[src/wdh_pkg.sv]
// Package: constants and types of the watchdog and halt wake-up block
package wdh_pkg;

  // ----------------------------------------------------------------
  // Register map
  // ----------------------------------------------------------------
  localparam int unsigned ADDR_W       = 3;
  localparam logic [2:0]  OFF_PRESCALE = 3'h0;
  localparam logic [2:0]  OFF_CLKSEL   = 3'h1;
  localparam logic [2:0]  OFF_SYSCTL   = 3'h2;
  localparam logic [2:0]  OFF_STATUS   = 3'h3;
  localparam logic [2:0]  OFF_WAKE_A   = 3'h4;
  localparam logic [2:0]  OFF_WAKE_B   = 3'h5;
  localparam logic [2:0]  OFF_WAKE_C   = 3'h6;

  // ----------------------------------------------------------------
  // Field positions and reset values
  // ----------------------------------------------------------------
  localparam int unsigned RATE_LSB     = 0;
  localparam int unsigned CSEL_LSB     = 6;
  localparam int unsigned WTS_BIT      = 7;
  localparam int unsigned STAT_PDN_BIT = 0;
  localparam int unsigned STAT_TO_BIT  = 1;
  localparam int unsigned WAKE_C_LSB   = 1;
  localparam logic [7:0]  REG_RESET    = 8'h00;
  localparam logic [1:0]  CSEL_SLOWRC  = 2'h0;
  localparam logic [1:0]  CSEL_SYS4    = 2'h1;
  localparam logic [1:0]  CSEL_XTAL    = 2'h2;

  // ----------------------------------------------------------------
  // Timing
  // ----------------------------------------------------------------
  localparam int unsigned CLK_HZ              = 200_000_000;
  localparam int unsigned RESET_DELAY_MS      = 100;
  localparam int unsigned RESET_DELAY_CYC_DEF = CLK_HZ / 1000 * RESET_DELAY_MS;
  localparam int unsigned STARTUP_SHORT_CYC   = 16;
  localparam int unsigned STARTUP_LONG_CYC    = 1024;
  localparam int unsigned DLY_W               = 25;

  // ----------------------------------------------------------------
  // Types
  // ----------------------------------------------------------------
  typedef enum logic [2:0] {
    ST_RUN     = 3'b000,
    ST_HALT    = 3'b001,
    ST_HOLD    = 3'b010,
    ST_RSTDLY  = 3'b011,
    ST_STARTUP = 3'b100
  } wdh_state_t;

  typedef struct packed {
    logic [7:0] portA;
    logic [7:0] portB;
    logic [1:0] portC;
  } wdh_pins_t;

endpackage

[src/wdh_core.sv]
// Watchdog counter with clock select, prescaler and halt wake-up control
// ----------------------------------------------------------------
// What this block does
// - While halted, wake on external reset, enabled pin fall, interrupt or overflow.
// - External reset wake gives full reset; watchdog wake gives watchdog reset.
// - Time-out and power-down flags are readable to identify the wake source.
// - Power-down flag cleared by power-up and clear-watchdog, set by halt.
// - Each wake-capable pin has an enable; enabled falling edge wakes the device.
// - Pin wake resumes after the halt instruction without reset.
// - Disabled or stack-full interrupt wake resumes; request stays pending.
// - Enabled interrupt with free stack level gets normal interrupt response.
// - A request already flagged at halt entry does not wake.
// - Wait 16 or 1024 clocks before resuming; external reset adds reset delay.
// - Reset delay after external reset is 100 ms.
// - Overflow while running resets the device and sets time-out flag.
// - Clock select: 00 slow RC, 01 system clock over four, 10 crystal.
// - System-clock-over-four source stops counting during halt.
// - Prescaler ratio is two to the power of the rate field.
// - Overflow while halted wakes, sets time-out, resets only PC and SP.
// - Counter cleared by low reset pin, clear-watchdog and halt.
// - Unimplemented prescale and clock select bits read zero.
// - Power-on reset raises neither sysResetOut nor pcSpReset; cpuRun starts high.
// - Reset pin low while running gives a normal-operation reset.
// - Halt sets power-down flag and clears time-out flag.
// - Halt clears counter; slow sources keep counting, system source stops.
// - Wake-time select clear gives 1024 clocks, set gives 16.
// ----------------------------------------------------------------
//
// Design decisions made here: the plain strobed port and the placing of the registers.
`timescale 1ns/10ps
`default_nettype none

module wdh_core
  import wdh_pkg::*;
#(
  parameter int unsigned WD_CNT_W        = 8,
  parameter int unsigned NUM_INT         = 4,
  parameter int unsigned RESET_DELAY_CYC = RESET_DELAY_CYC_DEF
)(
  input  wire logic                ref_clk,
  input  wire logic                reset,
  input  wire logic                extResetN,
  input  wire logic                slowRcClk,
  input  wire logic                xtalClk,
  input  wire wdh_pins_t           portPins,
  input  wire logic                haltExec,
  input  wire logic                clrWdtExec,
  input  wire logic [NUM_INT-1:0]  intReq,
  input  wire logic [NUM_INT-1:0]  intEnable,
  input  wire logic                stackFull,
  input  wire logic [ADDR_W-1:0]   regAddr,
  input  wire logic [7:0]          regWrData,
  input  wire logic                regWrStb,
  input  wire logic                regRdStb,
  output logic [7:0]               regRdData,
  output logic                     sysResetOut,
  output logic                     pcSpReset,
  output logic                     cpuRun,
  output logic                     haltActive,
  output logic                     intServe,
  output logic                     timeoutFlag,
  output logic                     powerDownFlag
);

  // ----------------------------------------------------------------
  // Elaboration check
  // ----------------------------------------------------------------
  if (WD_CNT_W < 2 || NUM_INT < 1 || RESET_DELAY_CYC < 1 ||
      RESET_DELAY_CYC >= (64'h1 << DLY_W))
  begin : g_bad_param
    $error("wdh_core: unsupported parameter value");
  end

  // ----------------------------------------------------------------
  // State
  // ----------------------------------------------------------------
  typedef struct packed {
    wdh_state_t            st;
    logic [6:0]            pre;
    logic [WD_CNT_W-1:0]   wd;
    logic [1:0]            div4;
    logic                  extS1;
    logic                  extS2;
    logic                  rcS1;
    logic                  rcS2;
    logic                  rcS3;
    logic                  xtS1;
    logic                  xtS2;
    logic                  xtS3;
    wdh_pins_t             pinS1;
    wdh_pins_t             pinS2;
    wdh_pins_t             pinS3;
    logic [2:0]            rate;
    logic [1:0]            csel;
    logic                  wts;
    logic [7:0]            wakeA;
    logic [7:0]            wakeB;
    logic [1:0]            wakeC;
    logic                  to;
    logic                  pwrDn;
    logic [NUM_INT-1:0]    intArm;
    logic                  serve;
    logic [DLY_W-1:0]      dly;
    logic                  sysRst;
    logic                  pcSp;
    logic                  run;
    logic                  halt;
    logic                  intSrv;
    logic [7:0]            rd;
  } wdh_reg_t;

  localparam wdh_reg_t S_INIT = '{st: ST_RUN, run: 1'b1, extS1: 1'b1, extS2: 1'b1,
                                  default: '0};

  wdh_reg_t            s_reg;
  wdh_reg_t            s_next;
  logic                extLow;
  logic                srcTick;
  logic                wdTick;
  logic                wdOvf;
  logic [6:0]          preMask;
  logic                pinWake;
  logic [NUM_INT-1:0]  intHit;
  logic                cfgClr;
  logic [DLY_W-1:0]    startupLoad;

  // ----------------------------------------------------------------
  // Next state
  // ----------------------------------------------------------------
  always_comb
  begin
    s_next   = s_reg;
    cfgClr   = 1'b0;
    srcTick  = 1'b0;
    s_next.pcSp   = 1'b0;
    s_next.intSrv = 1'b0;
    s_next.rd     = 8'h00;

    // Pin synchronisers
    s_next.extS1  = extResetN;
    s_next.extS2  = s_reg.extS1;
    s_next.rcS1   = slowRcClk;
    s_next.rcS2   = s_reg.rcS1;
    s_next.rcS3   = s_reg.rcS2;
    s_next.xtS1   = xtalClk;
    s_next.xtS2   = s_reg.xtS1;
    s_next.xtS3   = s_reg.xtS2;
    s_next.pinS1  = portPins;
    s_next.pinS2  = s_reg.pinS1;
    s_next.pinS3  = s_reg.pinS2;
    extLow = ~s_reg.extS2;

    // Wake sources
    pinWake = |(s_reg.pinS3.portA & ~s_reg.pinS2.portA & s_reg.wakeA) |
              |(s_reg.pinS3.portB & ~s_reg.pinS2.portB & s_reg.wakeB) |
              |(s_reg.pinS3.portC & ~s_reg.pinS2.portC & s_reg.wakeC);
    intHit = intReq & s_reg.intArm;
    startupLoad = s_reg.wts ? DLY_W'(STARTUP_SHORT_CYC - 1)
                            : DLY_W'(STARTUP_LONG_CYC - 1);

    // Clock source select
    s_next.div4 = s_reg.div4 + 2'h1;
    unique case (s_reg.csel)
      CSEL_SLOWRC: srcTick = s_reg.rcS2 & ~s_reg.rcS3;
      CSEL_SYS4:   srcTick = (s_reg.div4 == 2'h3) && (s_reg.st != ST_HALT);
      CSEL_XTAL:   srcTick = s_reg.xtS2 & ~s_reg.xtS3;
      default:   srcTick = 1'b0;
    endcase

    // Prescaler and counter
    preMask = 7'((8'h01 << s_reg.rate) - 8'h01);
    wdTick  = srcTick && (s_reg.pre == preMask) &&
              (s_reg.st == ST_RUN || s_reg.st == ST_HALT);
    wdOvf   = wdTick && (&s_reg.wd);
    if (srcTick)
    begin
      s_next.pre = (s_reg.pre == preMask) ? 7'h00 : s_reg.pre + 7'h01;
    end
    if (wdTick)
    begin
      s_next.wd = s_reg.wd + 1'b1;
    end
    if (extLow || (s_reg.st == ST_RUN && (clrWdtExec || haltExec)))
    begin
      s_next.wd  = '0;
      s_next.pre = 7'h00;
    end

    // Register writes
    if (regWrStb)
    begin
      unique case (regAddr)
        OFF_PRESCALE: s_next.rate = regWrData[RATE_LSB +: 3];
        OFF_CLKSEL:   s_next.csel = regWrData[CSEL_LSB +: 2];
        OFF_SYSCTL:   s_next.wts  = regWrData[WTS_BIT];
        OFF_WAKE_A:   s_next.wakeA = regWrData;
        OFF_WAKE_B:   s_next.wakeB = regWrData;
        OFF_WAKE_C:   s_next.wakeC = regWrData[WAKE_C_LSB +: 2];
        default:      s_next.rd = 8'h00;
      endcase
    end

    // Register reads, answered in the next cycle
    if (regRdStb)
    begin
      unique case (regAddr)
        OFF_PRESCALE: s_next.rd = {5'h00, s_reg.rate};
        OFF_CLKSEL:   s_next.rd = {s_reg.csel, 6'h00};
        OFF_SYSCTL:   s_next.rd = {s_reg.wts, 7'h00};
        OFF_STATUS:   s_next.rd = {6'h00, s_reg.to, s_reg.pwrDn};
        OFF_WAKE_A:   s_next.rd = s_reg.wakeA;
        OFF_WAKE_B:   s_next.rd = s_reg.wakeB;
        OFF_WAKE_C:   s_next.rd = {5'h00, s_reg.wakeC, 1'b0};
        default:      s_next.rd = 8'h00;
      endcase
    end

    // Sequencer
    unique case (s_reg.st)
      ST_RUN:
      begin
        if (extLow)
        begin
          s_next.st     = ST_HOLD;
          s_next.sysRst = 1'b1;
          s_next.run    = 1'b0;
        end
        else if (wdOvf)
        begin
          s_next.to     = 1'b1;
          s_next.st     = ST_RSTDLY;
          s_next.dly    = DLY_W'(RESET_DELAY_CYC - 1);
          s_next.sysRst = 1'b1;
          s_next.run    = 1'b0;
          cfgClr        = 1'b1;
        end
        else if (haltExec)
        begin
          s_next.st     = ST_HALT;
          s_next.pwrDn  = 1'b1;
          s_next.to     = 1'b0;
          s_next.intArm = ~intReq;
          s_next.halt   = 1'b1;
          s_next.run    = 1'b0;
        end
        else if (clrWdtExec)
        begin
          s_next.pwrDn = 1'b0;
        end
      end
      ST_HALT:
      begin
        if (extLow)
        begin
          s_next.st     = ST_HOLD;
          s_next.sysRst = 1'b1;
          s_next.halt   = 1'b0;
        end
        else if (wdOvf)
        begin
          s_next.to    = 1'b1;
          s_next.pcSp  = 1'b1;
          s_next.serve = 1'b0;
          s_next.st    = ST_STARTUP;
          s_next.dly   = startupLoad;
          s_next.halt  = 1'b0;
        end
        else if (pinWake)
        begin
          s_next.serve = 1'b0;
          s_next.st    = ST_STARTUP;
          s_next.dly   = startupLoad;
          s_next.halt  = 1'b0;
        end
        else if (|intHit)
        begin
          s_next.serve = (|(intHit & intEnable)) & ~stackFull;
          s_next.st    = ST_STARTUP;
          s_next.dly   = startupLoad;
          s_next.halt  = 1'b0;
        end
      end
      ST_HOLD:
      begin
        cfgClr        = 1'b1;
        s_next.sysRst = 1'b1;
        if (!extLow)
        begin
          s_next.st  = ST_RSTDLY;
          s_next.dly = DLY_W'(RESET_DELAY_CYC - 1);
        end
      end
      ST_RSTDLY:
      begin
        if (extLow)
        begin
          s_next.st = ST_HOLD;
        end
        else if (s_reg.dly == '0)
        begin
          s_next.st  = ST_STARTUP;
          s_next.dly = startupLoad;
        end
        else
        begin
          s_next.dly = s_reg.dly - 1'b1;
        end
      end
      ST_STARTUP:
      begin
        if (extLow)
        begin
          s_next.st     = ST_HOLD;
          s_next.sysRst = 1'b1;
        end
        else if (s_reg.dly == '0)
        begin
          s_next.st     = ST_RUN;
          s_next.run    = 1'b1;
          s_next.sysRst = 1'b0;
          s_next.intSrv = s_reg.serve;
          s_next.serve  = 1'b0;
        end
        else
        begin
          s_next.dly = s_reg.dly - 1'b1;
        end
      end
      default:
      begin
        s_next.st = ST_HOLD;
      end
    endcase

    if (cfgClr)
    begin
      s_next.rate  = 3'h0;
      s_next.csel  = CSEL_SLOWRC;
      s_next.wts   = 1'b0;
      s_next.wakeA = REG_RESET;
      s_next.wakeB = REG_RESET;
      s_next.wakeC = 2'h0;
    end
  end

  always_ff @(posedge ref_clk)
  begin
    if (reset)
    begin
      s_reg <= S_INIT;
    end
    else
    begin
      s_reg <= s_next;
    end
  end

  assign regRdData     = s_reg.rd;
  assign sysResetOut   = s_reg.sysRst;
  assign pcSpReset     = s_reg.pcSp;
  assign cpuRun        = s_reg.run;
  assign haltActive    = s_reg.halt;
  assign intServe      = s_reg.intSrv;
  assign timeoutFlag   = s_reg.to;
  assign powerDownFlag = s_reg.pwrDn;

  // ----------------------------------------------------------------
  // Assertions
  // ----------------------------------------------------------------
  logic [10:0] stCyc;

  always_ff @(posedge ref_clk)
  begin
    if (reset || s_reg.st != ST_STARTUP)
    begin
      stCyc <= 11'h000;
    end
    else
    begin
      stCyc <= stCyc + 11'h001;
    end
  end
endmodule

`default_nettype wire

[config.mk]
export PLATFORM = sky130hd
export DESIGN_NAME = wdh_core
export DESIGN_NICKNAME = d
export VERILOG_FILES = /design/src/wdh_pkg.sv /design/src/wdh_core.sv
export SDC_FILE = /design/constraint.sdc
export NUM_CORES = 1
export LEC_CHECK = 0
export BUFFER_PORTS_ARGS = -buffer_cell sky130_fd_sc_hd__buf_4
export CORE_ASPECT_RATIO = 0.6
export CORE_MARGIN = 1
export CORE_UTILIZATION = 58
export DETAILED_ROUTE_END_ITERATION = 12
export PLACE_DENSITY = 0.78
export SLEW_MARGIN = 0
export SYNTH_ARGS = -nofsm -noshare
export SYNTH_HDL_FRONTEND = slang
export SYNTH_SLANG_ARGS = --single-unit
[constraint.sdc]
create_clock -name ref_clk -period 3.82 [get_ports ref_clk]
set_input_delay 0.382 -clock ref_clk [delete_from_list [all_inputs] [get_ports ref_clk]]
set_output_delay 0.382 -clock ref_clk [all_outputs]
set_load 0.005 [all_outputs]
# --- Word level (Yosys, flattened, before mapping) ---
# Index checks and enable logic that the tools add are counted.
word_totals:
  reg_bits: 151
  inputBits: 47
  word_cells: 209
op_classes:
  addsub: 5
  n_eq_ne: 34
  n_shift: 1
  mux: 61
  n_bitwise: 26
  n_reduce_logical: 44
ops:
  columns: ["cell", "count"]
  rows:
  - ["2-to-1 mux 26 bit", 6]
  - ["2-to-1 mux 25 bit", 5]
  - ["case mux 25 bit (5 select lines)", 1]
  - ["case mux 8 bit (7 select lines)", 1]
  - ["2-to-1 mux 3 bit", 12]
  - ["AND 8 bit", 4]
  - ["logical NOT 25 bit", 1]
  - ["subtractor 25 x 1 -> 25 bit, second input constant", 1]
  - ["inequality test 2 bit, second input constant", 12]
  - ["2-to-1 mux 1 bit", 22]
  - ["AND reduction 5 bit", 4]
  - ["inverter 8 bit", 2]
  - ["AND reduction 4 bit", 4]
  - ["OR reduction 8 bit", 2]
  - ["case mux 3 bit (5 select lines)", 1]
  - ["== test 3 x 2 -> 1 bit, second input constant", 4]
  - ["== test 3 bit, second input constant", 4]
  - ["inequality test 3 bit, second input constant", 4]
  - ["AND reduction 2 bit", 6]
  - ["OR reduction 4 bit", 3]
  - ["2-to-1 mux 10 bit", 1]
  - ["case mux 1 bit (2 select lines)", 5]
  - ["OR reduction 2 bit", 5]
  - ["inverter 1 bit", 9]
  - ["35 further kinds", 52]

# --- Depth between registers and ports, before layout ---
# Gate-level depths: netlist of run 1.
logic_depth:
  ltp_word: 10
  mapped_depth: 13

# --- Worst setup path after synthesis of run 1 ---
# Ideal clock, no wire load.
synth_path:
  path_kind: "reg2reg"
  startpoint: "register s_reg[13] (netlist name)"
  endpoint: "register s_reg[34] (netlist name)"
  arrival_ns: 2.735
  path_slack_ns: 0.953
  stages_incl_launch_ff: 13
  path_buffers: 3
  period_less_slack_ns: 2.867
  cell_sequence: "dfxtp_1 -> inv_1 -> ha_1 -> or4b_1 -> buf_2 -> or4_1 -> buf_4 -> or2_4 -> a31oi_4 -> buf_4 -> a21oi_1 -> o21ai_0 -> a21oi_1"
synth_via:
  elab_chain_cells: 4
  word_cells_on_any_way: 9
synth_lines:
  columns: ["item", "line", "source"]
  rows:
  - ["start, declared", "wdh_core.sv:115", "wdh_reg_t s_reg;"]
  - ["start signal, assigned", "wdh_core.sv:354", "s_reg <= s_next;"]
  - ["subtractor 25 x 1 -> 25 bit / logical NOT 25 bit (equally long branches)", null, null]
  - ["2-to-1 mux 25 bit (on tied branches)", "wdh_core.sv:316, wdh_core.sv:299", null]
  - ["2-to-1 mux 26 bit / 2-to-1 mux 25 bit (equally long branches)", "wdh_core.sv:311, wdh_core.sv:295", null]
  - ["case mux 25 bit (5 select lines)", "wdh_core.sv:219", "unique case (s_reg.st)"]
# Parallel ways exist; a longest one is shown, timed or not. The select of a mux whose other input is x is not followed.
# A chain may end at the register's enable or synchronous reset.

# --- Final worst setup path of run 1 ---
layout_path:
  startpoint: "register s_reg[13] (netlist name)"
  endpoint: "register s_reg[37] (netlist name)"
# Same word-level chain as after synthesis.

==> flow_metrics.py, run 1 <==
metrics = {
    "run_status": {
        "status": "finished clean",
    },
    "global_route": {
        "gr-total-overflow": 0,
        "grt_pass1_wl_mm": 26.65,
        "antenna_found_initial": 0,
        "grt_max_degree": 54,
        "grt_pass1_vias": 5206,
        "grtUsageTotal_pct": 29.00,
    },
    "die": {
        "die_x_um": 139.7,
        "coreArea_um2": 10810,
        "num_io_pins": 62,
        "initial_utilization_pct": 61.03,
        "rows": 29,
        "die_y_um": 84.62,
        "die_area_um2": 11820,
    },
    "critical_path": {
        "worst-setup-path-type": "reg -> reg",
        "reg2reg_setup_slack_ps": 480,
        "arrival_ps": 3670,
        "cp_max_fo": 44,
        "worstPathRequired_ps": 4150,
        "startpoint": "s_reg[13]",
        "timing.rr.end": "s_reg[37]",
        "reg2regPathDepth": 10,
        "crit_chain": "inv_1 > ha_1 > or4b_1 > or4_1 > nor3_1 > a211oi_1 > o21ai_2 > buf_4 > o311ai_0 > a211oi_1",
        "slowest_stage": "or4_1",
        "slowest_delay_ps": 740,
        "crit_end": "s_reg[37]",
        "critPathLaunchType": "flip-flop",
        "crit_top_cell": "a211oi_1",
        "r2r_start": "s_reg[13]",
        "cp-end-kind": "flip-flop",
    },
    "pwr": {
        "irDropWorstVdd_mv": 0.4237,
        "power.leakage_nw": 2.907,
        "design_power_total_mw": 4.794,
        "powerDensity_nw_per_um2": 625.8,
    },
    "detailed_routing": {
        "ant_nets": 0,
        "routed_via_density": 6.088,
        "wl_mm": 16.60,
        "wl_per_cell_um": 17.29,
        "vias": 5844,
        "drt_iter0_drc": 672,
        "drc": 0,
        "first_pass_iters": 6,
    },
    "clocking": {
        "cts_root_buf": "clkbuf_16",
        "post_cts_resized": 0,
        "h-tree-depth": 4,
        "ctsLongestPathBuffers": 2,
        "cts_tree": "yes",
        "cts_made_buffers": 17,
        "clkTransAtPathRegs_ps": 70,
        "cts_setup_buffers": 0,
        "cts_hold_buf": 0,
        "clock_latency_ps": 420,
        "cts_sinks": 151,
    },
    "place": {
        "dp_cells": 928,
        "gp_congestion": 0.8849,
        "placed_area_um2": 7078,
        "hpwl_mm": 11.68,
        "io_buffers": 61,
    },
    "sta": {
        "rsz0062_at_grt": "no",
        "hold_viol": 0,
        "min_period_ps": 3341,
        "clock.fmax_mhz": 299.4,
        "setup_violations": 0,
        "skew_ps": 12.42,
        "slew_viol_final": 0,
        "holdWs_ps": 141.9,
        "timing.final.crit_share_pct": 87.45,
        "max_slew.worst_pin.slew_ps": 621.0,
        "tns_ps": 0,
        "max_slew_margin_pct": 58.06,
    },
    "cells_and_area": {
        "layoutNonFillerInstCount": 960,
        "num_antenna_cells": 0,
        "largest_reg_flops": 95,
        "fin_area_um2": 7661,
        "final_net_count": 860,
        "layout-drive-gt1-share_pct": 14.74,
        "syn_to_final_growth_pct": 16.10,
    },
    "synth": {
        "synth_nets": 816,
        "yosys_warnings": 0,
        "netlist.area_leader.share_pct": 45.81,
        "syn_area_um2": 6599,
        "syn-instance-count": 764,
        "synth_top_area_cell": "dfxtp_1",
        "netlist_top_cells_area": "dfxtp_1 46%, nor2b_1 6.4%, a21oi_1 4.8%, nand2_1 4.3%, nor2_1 4.2%",
        "ys_ff_latch": 151,
        "synth_ff_type": "dfxtp_1",
        "ys_seq_area_share_pct": 45.81,
        "async_flop_share_pct": 0,
        "syn_area_per_cell_um2": 8.637,
        "synth_commonest_cells": "151 x dfxtp_1, 75 x nand2_1, 74 x nor2_1, 67 x nor2b_1, 63 x a21oi_1",
        "synth_edf_count": 0,
        "yosysUniqueCellTypes": 69,
        "yosys.cell_count.top_type": "dfxtp_1",
    },
    "job": {
        "drv_cap": 0,
    },
    "min_path": {
        "hp-class": "in -> reg",
    },
}
-- final cells by class --
cell class,instances,area [µm²]
inverter,9,33.78
tap,139,173.9
clock buffer,17,425.4
fill,820,3152
sequential,151,3023
timing repair buffer,71,533.0
clock inverter,15,157.7
multi-input combinational,558,3314
-- metal layers --
layer | track usage (%) | vias to the layer above | share of wire, %
li1 | - | 2782 | -
met1 | 43.38 | 2756 | 48
met2 | 40.18 | 286 | 41
met3 | 7.929 | 20 | 10
met4 | 8.392 | 0 | 0.92
met5 | 0 | - | 0
-- worst min path at each step --
stage,from,end,slack [ps],depth (start not counted)
5_1_grt,extResetN,s_next[129],130,2
2_1_floorplan,s_next[129],s_reg[129],390,1
4_1_cts,extResetN,s_next[129],130,2
3_3_place_gp,s_next[129],s_reg[129],390,1
3_5_place_dp,s_next[129],s_reg[129],410,1
6_report,extResetN,s_next[129],140,2
-- critical path: cells and delay by family, from the launching register on --
family	cells	cell delay (ps)
and+or+nand+nor	3	1580
AOI/OAI and AO/OA	4	670
buffers and inverters	2	450
DFF	1	330
adders and majority gates	1	210
-- per-stage QoR --
stage                     worst slack, ps  utilization (%)
after detailed placement            532.1            65.46
after global placement              689.0            65.46
after global routing                279.8            70.85
after CTS                           501.6            70.85
final                               479.5            70.85
after floorplan                     952.7                -
-- placed cells by master (no fill, tap or decap), types with 11 or more instances in the layout --
| master | Yosys | routed |
|---|---|---|
| buf_4 | 11 | 71 |
| xnor2_1 | 12 | 12 |
| nand2_1 | 75 | 75 |
| dfxtp_1 | 151 | 151 |
| a21oi_1 | 63 | 63 |
| clkbuf_16 | 0 | 17 |
| nor2b_1 | 67 | 67 |
| o21ai_0 | 20 | 20 |
| mux2i_1 | 14 | 14 |
| nand4_1 | 11 | 11 |
| nor2_1 | 74 | 74 |
| nor3_1 | 23 | 23 |
| nand2b_1 | 12 | 12 |
| or3_1 | 15 | 15 |
| nand3b_1 | 20 | 20 |
| nand3_1 | 24 | 24 |
-- power by group --
part           internal (mW)  leakage [nW]  switching, mW
clock network          0.872         0.281          0.751
registers               1.71          1.23          0.137
logic                  0.508          1.39          0.815
-- cell families (layout without fill, tap and decap cells) --
| kind of cell | after synthesis | after routing | share of synthesized area (%) |
|---|---|---|---|
| xor+xnor | 18 | 18 | 2.389 |
| buf+inv | 55 | 112 | 4.038 |
| simple gates | 366 | 366 | 29.28 |
| mux | 18 | 18 | 2.806 |
| fa+ha+maj | 5 | 5 | 0.9480 |
| flops | 151 | 151 | 45.81 |
| compound gates | 151 | 151 | 14.73 |
Note: power is estimated with default switching activity, not from simulation.
==> run 2, diff against run 1 <==
--- a/config.mk
+++ b/config.mk
@@ -9,6 +9,7 @@
 export CORE_ASPECT_RATIO = 0.6
 export CORE_MARGIN = 1
 export CORE_UTILIZATION = 58
+export CTS_BUF_LIST = sky130_fd_sc_hd__clkbuf_4
 export DETAILED_ROUTE_END_ITERATION = 12
 export PLACE_DENSITY = 0.78
 export SLEW_MARGIN = 0
==> constraint.sdc (replaced) <==
create_clock -name ref_clk -period 3.82 [get_ports ref_clk]
set_input_delay 0.382 -clock ref_clk [delete_from_list [all_inputs] [get_ports ref_clk]]
set_output_delay 0.382 -clock ref_clk [all_outputs]
set_load 0.01 [all_outputs]
==> flow_metrics.py, run 2 (synthesized netlist as in run 1, its figures left out) <==
metrics = {
    "run_status": {
        "status": "finished clean",
    },
    "critical_path": {
        "arrival_ps": 3810,
        "timing.rr.end": "s_reg[37]",
        "cp_max_fo": 44,
        "crit_top_cell": "a211oi_1",
        "slowest_delay_ps": 740,
        "reg2reg_setup_slack_ps": 480,
        "r2r_start": "s_reg[13]",
        "reg2regPathDepth": 10,
        "cp-end-kind": "flip-flop",
        "worst-setup-path-type": "reg -> reg",
        "crit_chain": "inv_1 > ha_1 > or4b_1 > or4_1 > nor3_1 > a211oi_1 > o21ai_2 > buf_4 > o311ai_0 > a211oi_1",
        "slowest_stage": "or4_1",
        "worstPathRequired_ps": 4280,
        "critPathLaunchType": "flip-flop",
    },
    "sta": {
        "max_slew_margin_pct": 59.21,
        "clock.fmax_mhz": 299.0,
        "skew_ps": 24.26,
        "rsz0062_at_grt": "no",
        "timing.final.crit_share_pct": 87.55,
        "min_period_ps": 3344,
        "hold_viol": 0,
        "tns_ps": 0,
        "slew_viol_final": 0,
        "setup_violations": 0,
        "max_slew.worst_pin.slew_ps": 609.7,
    },
    "place": {
        "gp_congestion": 0.8849,
        "hpwl_mm": 11.68,
        "io_buffers": 61,
        "dp_cells": 928,
    },
    "min_path": {
        "hp-class": "in -> reg",
        "min_to": "s_next[93]",
        "holdPathStages": 2,
        "hold_start": "portPins[6]",
    },
    "die": {
        "rows": 29,
        "coreArea_um2": 10810,
        "initial_utilization_pct": 61.03,
        "die_area_um2": 11820,
        "num_io_pins": 62,
        "die_x_um": 139.7,
        "die_y_um": 84.62,
    },
    "cells_and_area": {
        "final_net_count": 864,
        "num_antenna_cells": 0,
        "layoutNonFillerInstCount": 964,
        "largest_reg_flops": 95,
        "syn_to_final_growth_pct": 12.19,
        "final_cell_mix": "151 x dfxtp_1, 75 x nand2_1, 74 x nor2_1",
        "fillerInstances": 866,
        "layout-drive-gt1-share_pct": 14.67,
        "multi_input_area_um2": 3314,
        "seq_area_um2": 3023,
        "layout.cells.most_common": "dfxtp_1",
    },
    "global_route": {
        "grtUsageTotal_pct": 28.15,
        "grt_max_degree": 54,
        "antenna_found_initial": 0,
        "grt_pass1_vias": 5151,
        "grt_pass1_wl_mm": 26.03,
        "gr-total-overflow": 0,
    },
    "clocking": {
        "cts_tree": "yes",
        "cts_sinks": 151,
        "post_cts_resized": 0,
        "cts_made_buffers": 17,
        "clkTransAtPathRegs_ps": 150,
        "ctsLongestPathBuffers": 2,
        "cts_root_buf": "clkbuf_4",
        "h-tree-depth": 4,
        "clock_latency_ps": 550,
    },
    "pwr": {
        "powerDensity_nw_per_um2": 557.9,
        "power.leakage_nw": 2.792,
        "irDropWorstVdd_mv": 0.2585,
    },
    "detailed_routing": {
        "wl_mm": 16.24,
        "routed_via_density": 6.056,
        "wl_per_cell_um": 16.85,
        "drt_iter0_drc": 606,
        "first_pass_iters": 5,
        "ant_nets": 0,
        "vias": 5838,
        "drc": 0,
    },
    "job": {
        "drv_cap": 0,
    },
}
run 2: critical path: cells and delay by family, from the launching register on:
kind / cells / cell delay [ps]
fa+ha+maj: 1 / 210
buf+inv: 2 / 450
flops: 1 / 360
compound gates: 4 / 660
simple gates: 3 / 1570
run 2: report_power, final:
group          total [mW]  internal, mW  switching [mW]
combinational        1.32         0.511           0.812
clock               0.960         0.298           0.663
sequential           1.85          1.71           0.136
run 2: through the flow:
stage	hold WS, ps	worst slack (ps)	area, µm²	total power [mW]	util (%)
detailed placement	410.3	532.1	7078	3.162	65.46
finish	35.18	475.6	7403	4.130	68.47
global placement	392.8	689.0	7078	3.106	65.46
floorplan	389.5	952.7	6599	2.838	-
CTS	5.273	480.2	7393	4.113	68.38
global route	1.602	260.7	7403	4.371	68.47
run 2: worst max-delay path by stage:
stage	start	end	depth (start not counted)
2_1_floorplan	s_reg[13]	s_reg[34]	12
3_3_place_gp	s_reg[13]	s_reg[16]	9
6_report	s_reg[13]	s_reg[37]	10
3_5_place_dp	s_reg[13]	s_reg[16]	9
4_1_cts	s_reg[13]	s_reg[37]	10
5_1_grt	s_reg[13]	s_reg[37]	10
run 2: area by class of cell:
| type | count | area share (%) |
|---|---|---|
| clock buffers | 17 | 1.724 |
| clock inverters | 15 | 2.129 |
| multi-input cells | 558 | 44.77 |
| repair buffers | 75 | 7.740 |
| well taps | 139 | 2.349 |
| inverters | 9 | 0.4563 |
| flip-flops and latches | 151 | 40.83 |
run 2: routing by layer:
metal	global-route usage [%]	wire, µm	vias to the layer above
met3	6.788	1665	21
met1	42.88	7753	2720
met4	8.891	179	0
met5	0	0	-
met2	38.41	6643	298
li1	-	-	2799
run 2: repair_timing:
action,4_1_cts,5_1_grt
hold buffers,3,1
buffers inserted,0,0
endpoints found under the hold margin,3,1
